File: config.mk
export PLATFORM = sky130hd
export DESIGN_NAME = fci_host
export DESIGN_NICKNAME = d
export VERILOG_FILES = /design/src/fci_pkg.sv /design/src/fci_bus_cycle.sv /design/src/fci_host.sv
export SDC_FILE = /design/constraint.sdc
export NUM_CORES = 1
export LEC_CHECK = 0
export BUFFER_PORTS_ARGS = -buffer_cell sky130_fd_sc_hd__buf_4
export CAP_MARGIN = 0
export CORE_ASPECT_RATIO = 0.7
export CORE_MARGIN = 2
export CORE_UTILIZATION = 40
export CTS_CLUSTER_DIAMETER = 60
export DETAILED_ROUTE_END_ITERATION = 12
export SLEW_MARGIN = 30
export SYNTH_ARGS = -nofsm -noshare
export SYNTH_HDL_FRONTEND = slang
export SYNTH_HIERARCHICAL = 1
export SYNTH_SLANG_ARGS = --single-unit
File: constraint.sdc
create_clock -name aclk -period 5.8 [get_ports aclk]
set_input_delay 0.29 -clock aclk [delete_from_list [all_inputs] [get_ports aclk]]
set_output_delay 0.29 -clock aclk [all_outputs]
set_load 0.03 [all_outputs]
File: src/fci_pkg.sv
// constants, register map and state types of the flash command host
package fci_pkg;
  // clock rate and pin timing
  localparam int CLK_MHZ = 100;
  localparam int WE_LOW_NS = 40;
  localparam int READ_ACC_NS = 150;
  localparam int PD_RECOVER_NS = 480;
  localparam int WE_LOW_CYC = (WE_LOW_NS * CLK_MHZ + 999) / 1000;
  localparam int READ_ACC_CYC = (READ_ACC_NS * CLK_MHZ + 999) / 1000;
  localparam int PD_RECOVER_CYC = (PD_RECOVER_NS * CLK_MHZ + 999) / 1000;
  localparam int CNT_W = 6;

  // host register offsets
  localparam logic [4:0] REG_CTRL = 5'h00;
  localparam logic [4:0] REG_ADDR = 5'h04;
  localparam logic [4:0] REG_WDATA = 5'h08;
  localparam logic [4:0] REG_RDATA = 5'h0C;
  localparam logic [4:0] REG_STATUS = 5'h10;

  // control fields
  localparam int CTRL_GO_BIT = 4;
  localparam int CTRL_PD_BIT = 8;
  localparam int CTRL_VPP_BIT = 9;
  localparam logic [31:0] CTRL_RESET = 32'h0000_0000;

  // status fields
  localparam int ST_BUSY_BIT = 0;
  localparam int ST_REFUSED_BIT = 1;
  localparam int ST_SUPLOW_BIT = 2;
  localparam int ST_MODE_LSB = 4;
  localparam int ST_BYTE_LSB = 8;

  // device operation_status bit positions
  localparam int ENGINE_READY_BIT = 7;
  localparam int ERASE_FAIL_BIT = 5;
  localparam int PROGRAM_FAIL_BIT = 4;
  localparam int SUPPLY_LOW_BIT = 3;

  // operations software may start
  localparam logic [3:0] OP_READ = 4'h0;
  localparam logic [3:0] OP_ARRAY = 4'h1;
  localparam logic [3:0] OP_STATUS = 4'h2;
  localparam logic [3:0] OP_SIG = 4'h3;
  localparam logic [3:0] OP_CLEAR = 4'h4;
  localparam logic [3:0] OP_PROGRAM = 4'h5;
  localparam logic [3:0] OP_ERASE = 4'h6;
  localparam logic [3:0] OP_SUSPEND = 4'h7;
  localparam logic [3:0] OP_RESUME = 4'h8;
  localparam logic [3:0] OP_SIG_HV = 4'h9;

  // device command codes
  localparam logic [7:0] CMD_ARRAY = 8'hFF;
  localparam logic [7:0] CMD_STATUS = 8'h70;
  localparam logic [7:0] CMD_CLEAR = 8'h50;
  localparam logic [7:0] CMD_SIG = 8'h90;
  localparam logic [7:0] CMD_PROG_SETUP = 8'h40;
  localparam logic [7:0] CMD_ERASE_SETUP = 8'h20;
  localparam logic [7:0] CMD_CONFIRM = 8'hD0;
  localparam logic [7:0] CMD_SUSPEND = 8'hB0;

  // read mode the device is believed to be in
  localparam logic [1:0] MODE_ARRAY = 2'h0;
  localparam logic [1:0] MODE_STATUS = 2'h1;
  localparam logic [1:0] MODE_SIG = 2'h2;

  localparam logic [1:0] RESP_OKAY = 2'h0;
  localparam logic [1:0] RESP_SLVERR = 2'h2;

  typedef enum logic [2:0] {
    CYC_IDLE = 3'b001,
    CYC_ACT = 3'b010,
    CYC_END = 3'b100
  } fci_cyc_state_t;

  typedef enum logic [3:0] {
    M_IDLE = 4'b0001,
    M_PDREC = 4'b0010,
    M_WAIT1 = 4'b0100,
    M_WAIT2 = 4'b1000
  } fci_main_state_t;
endpackage

File: src/fci_bus_cycle.sv
// one read or write cycle on the flash pins
`timescale 1ns/1ps
module fci_bus_cycle (
  // clock and reset
  input wire logic aclk,
  input wire logic aresetn,
  // cycle request
  input wire logic start,
  input wire logic is_write,
  input wire logic hv,
  input wire logic [16:0] addr,
  input wire logic [7:0] wdata,
  output logic done,
  output logic [7:0] rdata,
  // flash pins
  output logic [16:0] flash_addr,
  output logic chip_select_n,
  output logic output_enable_n,
  output logic write_strobe_n,
  output logic [7:0] flash_dq_o,
  output logic flash_dq_oe_n,
  input wire logic [7:0] flash_dq_i,
  output logic id_voltage_en
);
  fci_pkg::fci_cyc_state_t state_q;
  logic [fci_pkg::CNT_W-1:0] cnt_q;

  always_ff @(posedge aclk) begin
    if (!aresetn) begin
      state_q <= fci_pkg::CYC_IDLE;
      cnt_q <= '0;
      flash_addr <= 17'h0_0000;
      chip_select_n <= 1'b1;
      output_enable_n <= 1'b1;
      write_strobe_n <= 1'b1;
      flash_dq_o <= 8'h00;
      flash_dq_oe_n <= 1'b1;
      id_voltage_en <= 1'b0;
      done <= 1'b0;
      rdata <= 8'h00;
    end else begin
      done <= 1'b0;
      case (state_q)
        fci_pkg::CYC_IDLE: begin
          if (start) begin
            flash_addr <= addr;
            flash_dq_o <= wdata;
            id_voltage_en <= hv;
            chip_select_n <= 1'b0;
            write_strobe_n <= !is_write;
            flash_dq_oe_n <= !is_write;
            output_enable_n <= is_write;
            cnt_q <= is_write ? fci_pkg::CNT_W'(fci_pkg::WE_LOW_CYC - 1)
                              : fci_pkg::CNT_W'(fci_pkg::READ_ACC_CYC - 1);
            state_q <= fci_pkg::CYC_ACT;
          end
        end
        fci_pkg::CYC_ACT: begin
          if (cnt_q == '0) begin
            // rising strobe latches address and data
            write_strobe_n <= 1'b1;
            output_enable_n <= 1'b1;
            if (!output_enable_n) begin
              rdata <= flash_dq_i;
            end
            state_q <= fci_pkg::CYC_END;
          end else begin
            cnt_q <= cnt_q - 1'b1;
          end
        end
        fci_pkg::CYC_END: begin
          // strobes return high before any further read
          chip_select_n <= 1'b1;
          flash_dq_oe_n <= 1'b1;
          id_voltage_en <= 1'b0;
          done <= 1'b1;
          state_q <= fci_pkg::CYC_IDLE;
        end
        default: state_q <= fci_pkg::CYC_IDLE;
      endcase
    end
  end
endmodule

File: src/fci_host.sv
// flash command host: axi4-lite registers and command sequencing
// Behaviour
// - commands go as one or two writes
// - status latched late; strobe high between reads
// - clear status after supply low first
// - high voltage address bit reads identity
// - erase is 20H then D0H in block
// - clear status when erase failed; the host does not check the erase-fail bit
// - program is 40H then address/data
// - B0H suspends erase, D0H resumes
`timescale 1ns/1ps
module fci_host (
  // clock and reset
  input wire logic aclk,
  input wire logic aresetn,
  // axi4-lite slave
  input wire logic [4:0] s_axi_awaddr,
  input wire logic s_axi_awvalid,
  output logic s_axi_awready,
  input wire logic [31:0] s_axi_wdata,
  input wire logic [3:0] s_axi_wstrb,
  input wire logic s_axi_wvalid,
  output logic s_axi_wready,
  output logic [1:0] s_axi_bresp,
  output logic s_axi_bvalid,
  input wire logic s_axi_bready,
  input wire logic [4:0] s_axi_araddr,
  input wire logic s_axi_arvalid,
  output logic s_axi_arready,
  output logic [31:0] s_axi_rdata,
  output logic [1:0] s_axi_rresp,
  output logic s_axi_rvalid,
  input wire logic s_axi_rready,
  // flash pins
  output logic [16:0] flash_addr,
  output logic chip_select_n,
  output logic output_enable_n,
  output logic write_strobe_n,
  output logic [7:0] flash_dq_o,
  output logic flash_dq_oe_n,
  input wire logic [7:0] flash_dq_i,
  output logic powerdown_n,
  output logic program_supply_high_level,
  output logic id_voltage_en
);
  // byte-lane merge for register writes
  function automatic logic [31:0] merge(input logic [31:0] old,
                                        input logic [31:0] nw,
                                        input logic [3:0] strb);
    logic [31:0] r;
    r = old;
    for (int i = 0; i < 4; i++) begin
      if (strb[i]) r[8*i +: 8] = nw[8*i +: 8];
    end
    return r;
  endfunction

  // {is_write, byte} of the first cycle of an operation
  function automatic logic [8:0] first_word(input logic [3:0] op);
    case (op)
      fci_pkg::OP_ARRAY: first_word = {1'b1, fci_pkg::CMD_ARRAY};
      fci_pkg::OP_STATUS: first_word = {1'b1, fci_pkg::CMD_STATUS};
      fci_pkg::OP_SIG: first_word = {1'b1, fci_pkg::CMD_SIG};
      fci_pkg::OP_CLEAR: first_word = {1'b1, fci_pkg::CMD_CLEAR};
      fci_pkg::OP_PROGRAM: first_word = {1'b1, fci_pkg::CMD_PROG_SETUP};
      fci_pkg::OP_ERASE: first_word = {1'b1, fci_pkg::CMD_ERASE_SETUP};
      fci_pkg::OP_SUSPEND: first_word = {1'b1, fci_pkg::CMD_SUSPEND};
      fci_pkg::OP_RESUME: first_word = {1'b1, fci_pkg::CMD_CONFIRM};
      default: first_word = {1'b0, 8'h00};
    endcase
  endfunction

  function automatic logic is_alter(input logic [3:0] op);
    return op == fci_pkg::OP_PROGRAM || op == fci_pkg::OP_ERASE;
  endfunction

  logic [31:0] ctrl_q;
  logic [16:0] addr_q;
  logic [7:0] wdata_q;
  logic [7:0] rdata_q;
  logic [7:0] stat_byte_q;
  logic [1:0] mode_q;
  logic refused_q, suplow_q;
  logic aw_got_q, w_got_q;
  logic [4:0] awaddr_q;
  logic [31:0] wbus_q;
  logic [3:0] wstrb_q;
  logic go, wr_fire;
  fci_pkg::fci_main_state_t state_q;
  logic [3:0] op_q;
  logic stage_q, start_q;
  logic [fci_pkg::CNT_W-1:0] rec_q;
  logic cyc_done, cyc_write, cyc_hv;
  logic [7:0] cyc_wdata, cyc_rdata;
  logic [16:0] cyc_addr;
  logic busy;
  logic [8:0] fw;
  logic [31:0] addr_m, wdata_m;

  // write channel: address and data taken in either order
  assign s_axi_awready = !aw_got_q && !s_axi_bvalid;
  assign s_axi_wready = !w_got_q && !s_axi_bvalid;
  assign wr_fire = aw_got_q && w_got_q && !s_axi_bvalid;

  always_ff @(posedge aclk) begin
    if (!aresetn) begin
      aw_got_q <= 1'b0;
      w_got_q <= 1'b0;
      awaddr_q <= 5'h00;
      wbus_q <= 32'h0000_0000;
      wstrb_q <= 4'h0;
      s_axi_bvalid <= 1'b0;
      s_axi_bresp <= fci_pkg::RESP_OKAY;
    end else begin
      if (s_axi_awvalid && s_axi_awready) begin
        aw_got_q <= 1'b1;
        awaddr_q <= s_axi_awaddr;
      end
      if (s_axi_wvalid && s_axi_wready) begin
        w_got_q <= 1'b1;
        wbus_q <= s_axi_wdata;
        wstrb_q <= s_axi_wstrb;
      end
      if (wr_fire) begin
        aw_got_q <= 1'b0;
        w_got_q <= 1'b0;
        s_axi_bvalid <= 1'b1;
        s_axi_bresp <= (awaddr_q == fci_pkg::REG_CTRL
                        || awaddr_q == fci_pkg::REG_ADDR
                        || awaddr_q == fci_pkg::REG_WDATA)
                       ? fci_pkg::RESP_OKAY : fci_pkg::RESP_SLVERR;
      end else if (s_axi_bready) begin
        s_axi_bvalid <= 1'b0;
      end
    end
  end

  assign go = wr_fire && awaddr_q == fci_pkg::REG_CTRL && wstrb_q[0]
              && wbus_q[fci_pkg::CTRL_GO_BIT];
  assign addr_m = merge({15'h0000, addr_q}, wbus_q, wstrb_q);
  assign wdata_m = merge({24'h00_0000, wdata_q}, wbus_q, wstrb_q);

  // software registers; go bit is a strobe and never stored
  always_ff @(posedge aclk) begin
    if (!aresetn) begin
      ctrl_q <= fci_pkg::CTRL_RESET;
      addr_q <= 17'h0_0000;
      wdata_q <= 8'h00;
    end else if (wr_fire) begin
      case (awaddr_q)
        fci_pkg::REG_CTRL: begin
          ctrl_q <= merge(ctrl_q, wbus_q, wstrb_q) & 32'h0000_030F;
        end
        fci_pkg::REG_ADDR: addr_q <= addr_m[16:0];
        fci_pkg::REG_WDATA: wdata_q <= wdata_m[7:0];
        default: ;
      endcase
    end
  end

  // read channel answers one cycle after the address is taken
  assign s_axi_arready = !s_axi_rvalid;
  always_ff @(posedge aclk) begin
    if (!aresetn) begin
      s_axi_rvalid <= 1'b0;
      s_axi_rdata <= 32'h0000_0000;
      s_axi_rresp <= fci_pkg::RESP_OKAY;
    end else if (s_axi_arvalid && s_axi_arready) begin
      s_axi_rvalid <= 1'b1;
      s_axi_rresp <= fci_pkg::RESP_OKAY;
      case (s_axi_araddr)
        fci_pkg::REG_CTRL: s_axi_rdata <= ctrl_q;
        fci_pkg::REG_ADDR: s_axi_rdata <= {15'h0000, addr_q};
        fci_pkg::REG_WDATA: s_axi_rdata <= {24'h00_0000, wdata_q};
        fci_pkg::REG_RDATA: s_axi_rdata <= {24'h00_0000, rdata_q};
        fci_pkg::REG_STATUS: s_axi_rdata <= {16'h0000, stat_byte_q,
                                             2'b00, mode_q, 1'b0, suplow_q,
                                             refused_q, busy};
        default: begin
          s_axi_rdata <= 32'h0000_0000;
          s_axi_rresp <= fci_pkg::RESP_SLVERR;
        end
      endcase
    end else if (s_axi_rready) begin
      s_axi_rvalid <= 1'b0;
    end
  end

  assign busy = state_q != fci_pkg::M_IDLE;
  assign program_supply_high_level = ctrl_q[fci_pkg::CTRL_VPP_BIT];

  // cycle request follows the operation and its stage
  always_comb begin
    fw = first_word(op_q);
    cyc_write = stage_q ? 1'b1 : fw[8];
    cyc_wdata = stage_q ? (op_q == fci_pkg::OP_PROGRAM ? wdata_q
                                                       : fci_pkg::CMD_CONFIRM)
                        : fw[7:0];
    if (op_q == fci_pkg::OP_STATUS && stage_q) cyc_write = 1'b0;
    // other address lines low, bit 0 picks the code
    cyc_hv = op_q == fci_pkg::OP_SIG_HV;
    cyc_addr = cyc_hv ? {16'h0000, addr_q[0]} : addr_q;
  end

  // operation sequencer
  always_ff @(posedge aclk) begin
    if (!aresetn) begin
      state_q <= fci_pkg::M_IDLE;
      op_q <= fci_pkg::OP_READ;
      stage_q <= 1'b0;
      start_q <= 1'b0;
      rec_q <= '0;
      powerdown_n <= 1'b1;
      refused_q <= 1'b0;
    end else begin
      start_q <= 1'b0;
      case (state_q)
        fci_pkg::M_IDLE: begin
          if (powerdown_n == ctrl_q[fci_pkg::CTRL_PD_BIT]) begin
            powerdown_n <= !ctrl_q[fci_pkg::CTRL_PD_BIT];
            // wait out recovery before the first write strobe
            if (ctrl_q[fci_pkg::CTRL_PD_BIT] == 1'b0) begin
              rec_q <= fci_pkg::CNT_W'(fci_pkg::PD_RECOVER_CYC - 1);
              state_q <= fci_pkg::M_PDREC;
            end
          end else if (go) begin
            // no program or erase while supply low is recorded
            // program and erase need the high program supply
            if (!powerdown_n || (is_alter(wbus_q[3:0])
                && (suplow_q || !ctrl_q[fci_pkg::CTRL_VPP_BIT]))) begin
              refused_q <= 1'b1;
            end else begin
              refused_q <= 1'b0;
              op_q <= wbus_q[3:0];
              stage_q <= 1'b0;
              start_q <= 1'b1;
              state_q <= fci_pkg::M_WAIT1;
            end
          end
        end
        fci_pkg::M_PDREC: begin
          if (rec_q == '0) state_q <= fci_pkg::M_IDLE;
          else rec_q <= rec_q - 1'b1;
        end
        fci_pkg::M_WAIT1: begin
          if (cyc_done) begin
            // two-write sequences; status read after 70H
            if (is_alter(op_q) || op_q == fci_pkg::OP_STATUS) begin
              stage_q <= 1'b1;
              start_q <= 1'b1;
              state_q <= fci_pkg::M_WAIT2;
            end else begin
              state_q <= fci_pkg::M_IDLE;
            end
          end
        end
        fci_pkg::M_WAIT2: begin
          if (cyc_done) state_q <= fci_pkg::M_IDLE;
        end
        default: state_q <= fci_pkg::M_IDLE;
      endcase
    end
  end

  // believed read mode and recorded status
  always_ff @(posedge aclk) begin
    if (!aresetn) begin
      mode_q <= fci_pkg::MODE_ARRAY;
      suplow_q <= 1'b0;
      stat_byte_q <= 8'h00;
      rdata_q <= 8'h00;
    end else begin
      if (!powerdown_n) mode_q <= fci_pkg::MODE_ARRAY;
      if (cyc_done && !cyc_write) begin
        rdata_q <= cyc_rdata;
        if (mode_q == fci_pkg::MODE_STATUS) begin
          stat_byte_q <= cyc_rdata;
          // failure and supply-low bits kept for software
          if (cyc_rdata[fci_pkg::SUPPLY_LOW_BIT]) suplow_q <= 1'b1;
        end
      end
      if (cyc_done && state_q == fci_pkg::M_WAIT1) begin
        case (op_q)
          fci_pkg::OP_ARRAY: mode_q <= fci_pkg::MODE_ARRAY;
          fci_pkg::OP_SIG: mode_q <= fci_pkg::MODE_SIG;
          fci_pkg::OP_CLEAR: suplow_q <= 1'b0;
          fci_pkg::OP_STATUS, fci_pkg::OP_PROGRAM, fci_pkg::OP_ERASE,
          fci_pkg::OP_SUSPEND, fci_pkg::OP_RESUME:
            mode_q <= fci_pkg::MODE_STATUS;
          default: ;
        endcase
      end
    end
  end

  fci_bus_cycle u_cycle (
    .aclk(aclk),
    .aresetn(aresetn),
    .start(start_q),
    .is_write(cyc_write),
    .hv(cyc_hv),
    .addr(cyc_addr),
    .wdata(cyc_wdata),
    .done(cyc_done),
    .rdata(cyc_rdata),
    .flash_addr(flash_addr),
    .chip_select_n(chip_select_n),
    .output_enable_n(output_enable_n),
    .write_strobe_n(write_strobe_n),
    .flash_dq_o(flash_dq_o),
    .flash_dq_oe_n(flash_dq_oe_n),
    .flash_dq_i(flash_dq_i),
    .id_voltage_en(id_voltage_en)
  );

  // helper: cycles since powerdown released
  logic [fci_pkg::CNT_W-1:0] since_pd_q;
  always_ff @(posedge aclk) begin
    if (!aresetn || !powerdown_n) since_pd_q <= '0;
    else if (since_pd_q != '1) since_pd_q <= since_pd_q + 1'b1;
  end
endmodule

== Word level (Yosys, flattened, before mapping) ==
Memory sizes are Yosys's and may differ from the RTL's. A register that Yosys moved wholly into a read port is not among the register bits.
Index checks and enable logic that the tools add are counted.
Word-level totals
  register bits after elaboration: 181
  ROM bits: 144
  input bits: 61
  output and inout port bits: 73
  logic and storage cells: 215
  memories: 1
Cells by class
  $add $sub $neg: 2
  eq/ne operators: 43
  multiplexer cells: 66
  bitwise operators: 4
  reductions and logical operators: 61
Memories
  (name not given): words 16, bits a word 9, rd ports 1, clocked after memory_dff 1, write ports 0, line fci_host.sv:60  | case (op)
Operators with widths (number)
  one-hot mux 17 bit (5 select lines): 1
  two-way mux 4 bit: 11
  two-way mux 6 bit: 5
  AND reduction 3 bit: 10
  equality test 4 x 3 -> 1 bit, second input constant: 7
  two-way mux 1 bit: 28
  one-hot mux 6 bit (2 select lines): 2
  inequality test 2 bit, second input constant: 10
  two-way mux 17 bit: 1
  two-way mux 8 bit: 2
  one-hot mux 4 bit (4 select lines): 1
  equality test 5 x 4 -> 1 bit, second input constant: 3
  logical AND 1 bit: 14
  one-hot mux 1 bit (2 select lines): 7
  equality test 4 x 2 -> 1 bit, second input constant: 3
  equality test 4 bit, second input constant: 3
  logical NOT 6 bit: 2
  AND reduction 6 bit: 2
  nonzero test 2 bit: 6
  subtractor 6 x 1 -> 6 bit, second input constant: 2
  equality test 5 x 3 -> 1 bit, second input constant: 2
  logical NOT 5 bit: 2
  AND reduction 2 bit: 5
  OR reduction 5 bit: 2
  other kinds (19): 45

== Longest topological paths before layout ==
  depth in word-level cells: 8
  mapped depth: 11
  mapped depth without buffers: 9

== Hierarchy ==
Netlist, hierarchy kept.
By module, submodules not included
  fci_host: times used 1, cells an instance 647, area an instance 5830.6 sq um
  fci_bus_cycle: times used 1, cells an instance 219, area an instance 1905.6 sq um

== Least setup slack after synthesis ==
No wires, ideal clock.
  path type: flip-flop to flip-flop
  from: register s_axi_bvalid
  to: register, netlist name fw[4]
  data arrival time: 2.293 ns
  required time: 5.708 ns
  path slack: 3.414 ns
  cell stages (with the launch flop): 10
  period minus slack after synthesis: 2.386 ns
  cell sequence: dfxtp_1 nand4b_4 nor4_4 nand3_2 mux2i_1 nand2b_1 ha_1 nand2b_1 a21oi_1 o32ai_1
On the way
  longest elaborated chain between the ends: 8
RTL lines
  start, declared: line fci_host.sv:25  | output logic s_axi_bvalid,
  start signal, assigned: line fci_host.sv:112  | s_axi_bvalid <= 1'b0;
  start signal, assigned: line fci_host.sv:127  | s_axi_bvalid <= 1'b1;
  start signal, assigned: line fci_host.sv:133  | s_axi_bvalid <= 1'b0;
  logical NOT 1 bit: line fci_host.sv:103  | assign wr_fire = aw_got_q && w_got_q && !s_axi_bvalid;
  logical AND 1 bit: line fci_host.sv:103
  logical AND 1 bit (2 in a row): line fci_host.sv:138  | assign go = wr_fire && awaddr_q == fci_pkg::REG_CTRL && wstrb_q[0]
  logical AND 1 bit: line fci_host.sv:139  | && wbus_q[fci_pkg::CTRL_GO_BIT];
  AND reduction 4 bit (no line)
  two-way mux 4 bit (no line) (2 in a row)
Every way passes these cells.
A chain may end at the register's enable or synchronous reset.

== Worst setup path in the final report ==
  from: register awaddr_q[1]
  to: register, netlist name fw[4]
On the way
  longest elaborated chain between the ends: 7
RTL lines
  start, declared: line fci_host.sv:85  | logic [4:0] awaddr_q;
  start signal, assigned: line fci_host.sv:117  | awaddr_q <= s_axi_awaddr;
  logical NOT 5 bit: line fci_host.sv:138
  logical AND 1 bit (2 in a row): line fci_host.sv:138
  logical AND 1 bit: line fci_host.sv:139
  AND reduction 4 bit (no line)
  two-way mux 4 bit (no line) (2 in a row)
Every way passes these cells.

==> flow_summary.ini <==
[run_status]
status = finished clean

[floorplanning]
dieArea_um2 = 20500
dieHeight_um = 120
die_x_um = 170
ioPinCount = 134
coreArea_um2 = 18900
initial_core_util = 0.409
num_rows = 42

[timing]
setup_violations = 0
setup-tns-final_ns = 0
fmax_mhz = 343
rsz0062_at_grt = no
tightest_slew_ns = 0.837
timing.final.crit_share = 0.503
finalMaxSlewViolations = 0
slew_headroom = 0.442
worst_clock_skew_ns = 0.00656
fin_crit_ns = 2.91
setup_ws_ns = 2.89
hold_violations = 0

[layout]
multiInputGateArea_um2 = 3910
seq_area_um2 = 3400
drive_gt1_frac = 0.184
fin_nets = 1002
syn_to_final_growth_pct = 17.7
antenna_cells = 0
fillers = 1859

[yosys]
muxShareOfSynthArea = 0.0873
synth-simple-area-share = 0.231
synth_top_area_share = 0.440
synth_edf_count = 0
yosysWarnings = 6
yosysUniqueCellTypes = 81
syn_avg_cell_area_um2 = 8.93
synth_top_family_by_area = simple AND/OR/NAND/NOR gates
yosys.area.top_type = dfxtp_1
ys_top_cells_by_area = dfxtp_1 44%, mux2i_1 7.0%, nand2_1 6.4%
synthAdderAreaFrac = 0.0129
syn-instance-count = 866
synthXorXnorAreaFrac = 0.00679
synthArstFlopShare = 0
ys.flop_type = dfxtp_1
synth-compound-area-share = 0.157
synth-seq-area-share = 0.440
ys_ff_latch = 170
netlist_area_um2 = 7740

[route]
dr.pass1.iters = 5
drtIter0Drc = 612
remaining_drc_errors = 0
via_per_inst = 5.24
antenna_left = 0
vias = 6220
wl_mm = 20.6
wire_per_inst_um = 17.4

[worst_setup_path]
startpoint = awaddr_q[1]
crit_arrival_ns = 3.24
path_cells = or3_4 -> nor4_4 -> nand3_2 -> mux2i_1 -> nand2b_1 -> ha_1 -> nand2b_1 -> a21oi_1 -> o32ai_1
slowest_stage = nor4_4
start_kind = register
endpoint_kind = register
cpPeakStageDelay_ns = 0.49
critical_path.most_common_cell = nand2b_1
r2r_start = awaddr_q[1]
critPathKind = reg2reg
crit_buf_inv = 0
cp_top_family = simple AND/OR/NAND/NOR gates
path_max_fanout = 10
required_ns = 6.13

[worst_hold_path]
hp-class = in2reg
min_from = s_axi_rready

[clock_network]
cts_resized = 0
cts_root_buf = clkbuf_16
clkTransAtPathRegs_ns = 0.06
clk_latency_ns = 0.43
cts_buffers = 17
cts_tree = done
post_cts_buffers = 0
cts_hold_buf = 0
numClockSinks = 170
cts_buffer_depth = 2
cts_htree_levels = 4

[placed_design]
dp_hpwl_mm = 14.4
gp_congestion = 0.881
io_buffer_count = 100
place_ws_ns = 2.92

[run]
drv_cap = 0

[power]
irDropWorstVdd_v = 0.000178
p_per_area_nw_per_um2 = 295
p_leak_nw = 3.55

[global_routing]
antenna_found_initial = 0
grt_pass1_wl_mm = 32.0
overflow = 0
first_global_vias = 5742
grt_usage = 0.204
grt_max_degree = 84
==> worst paths after layout <==
| path | endpoint | slack [ns] | depth (start not counted) |
|---|---|---|---|
| max | fw[4] | 2.89 | 9 |
| min | s_axi_rvalid | 0.04 | 2 |
| max reg2reg | fw[4] | 2.89 | 9 |
| min reg2reg | ctrl_q[0] | 0.45 | 2 |
==> synthesized netlist by cell type, types with 4 or more instances <==
cell type and n:
a21boi_0 23, buf_6 6, a21oi_1 49, buf_4 20, mux2i_1 54, a31oi_1 5
inv_1 15, nor3_1 11, clkbuf_1 31, a2bb2oi_1 11, o211ai_1 5, nand2b_1 13
a32oi_1 4, buf_2 9, nor2b_1 23, nor2_1 91, and3_1 4, or3_1 5
nand2_1 131, nand4_1 8, o21ai_0 23, mux4_2 4, nor4_1 8, a21o_1 8
nand3_1 21, mux2_2 4, dfxtp_1 170, o21ai_1 4, a22oi_1 12, ha_1 8
and2_1 5
==> report_power, final <==
part | total (mW) | switching, mW | internal (mW)
Sequential | 1.23 | 0.0342 | 1.19
Combinational | 0.221 | 0.140 | 0.0806
Clock | 1.24 | 0.491 | 0.749
Total | 2.69 | 0.666 | 2.02
==> logic make-up (layout without fill, tap and decap cells) <==
family | after synthesis | in the layout
compound gates | 180 | 180
xor+xnor | 6 | 6
fa+ha+maj | 8 | 8
buf+inv | 90 | 154
flops | 170 | 170
mux | 62 | 62
other cells | 1 | 17
simple gates | 349 | 349
==> placed cells by master (no fill, tap or decap), drive strengths merged, types with 17 or more instances in the layout <==
cell / n
o21ai: 28
dfxtp: 170
a21oi: 50
a21boi: 25
buf: 105
mux2i: 54
nor2: 91
conb: 17
nor2b: 23
nand2: 131
nand3: 22
clkbuf: 19
inv: 19
==> per-layer routing <==
metal | GRT usage | share of wire | vias to the layer above | wire length, um
met5 | 0 | 0 | - | 0
met4 | 0.0614 | 0.010 | 0 | 208
met3 | 0.0442 | 0.061 | 17 | 1260
met2 | 0.283 | 0.40 | 182 | 8310
met1 | 0.311 | 0.53 | 2897 | 10900
li1 | - | - | 3124 | -
==> stage by stage <==
stage          power [mW]  hold slack, ns  utilization  area (um^2)  std cells
3_5_place_dp         1.47           0.445        0.447         8460       1156
4_1_cts              2.71          0.0265        0.481         9100       1188
5_1_grt              2.78          0.0433        0.481         9110       1188
3_3_place_gp         1.47           0.439        0.447         8450       1156
2_1_floorplan        1.41           0.390            -         7800        882
6_report             2.69          0.0416        0.481         9110       1188
==> state kept, by name, indices dropped and copies added, names as in the netlist, 17 cells and up <==
register            flops
addr_q                 17
wbus_q                 17
s_axi_rdata            17
u_cycle/flash_addr     17
==> worst reg2reg max path, stage by stage (launching register included) <==
cell and delay (ns):
dfxtp_1 0.33, or3_4 0.44, nor4_4 0.49, nand3_2 0.32
mux2i_1 0.39, nand2b_1 0.19, ha_1 0.21, nand2b_1 0.11
a21oi_1 0.05, o32ai_1 0.28
==> cell type report <==
class | count | area share
well taps | 242 | 0.0333
repair buffers | 105 | 0.0866
clock buffers | 19 | 0.0497
multi-input cells | 622 | 0.429
flip-flops and latches | 170 | 0.374
inverters | 17 | 0.00714
clock inverters | 13 | 0.0207
Power figures use the tool's default switching activity.
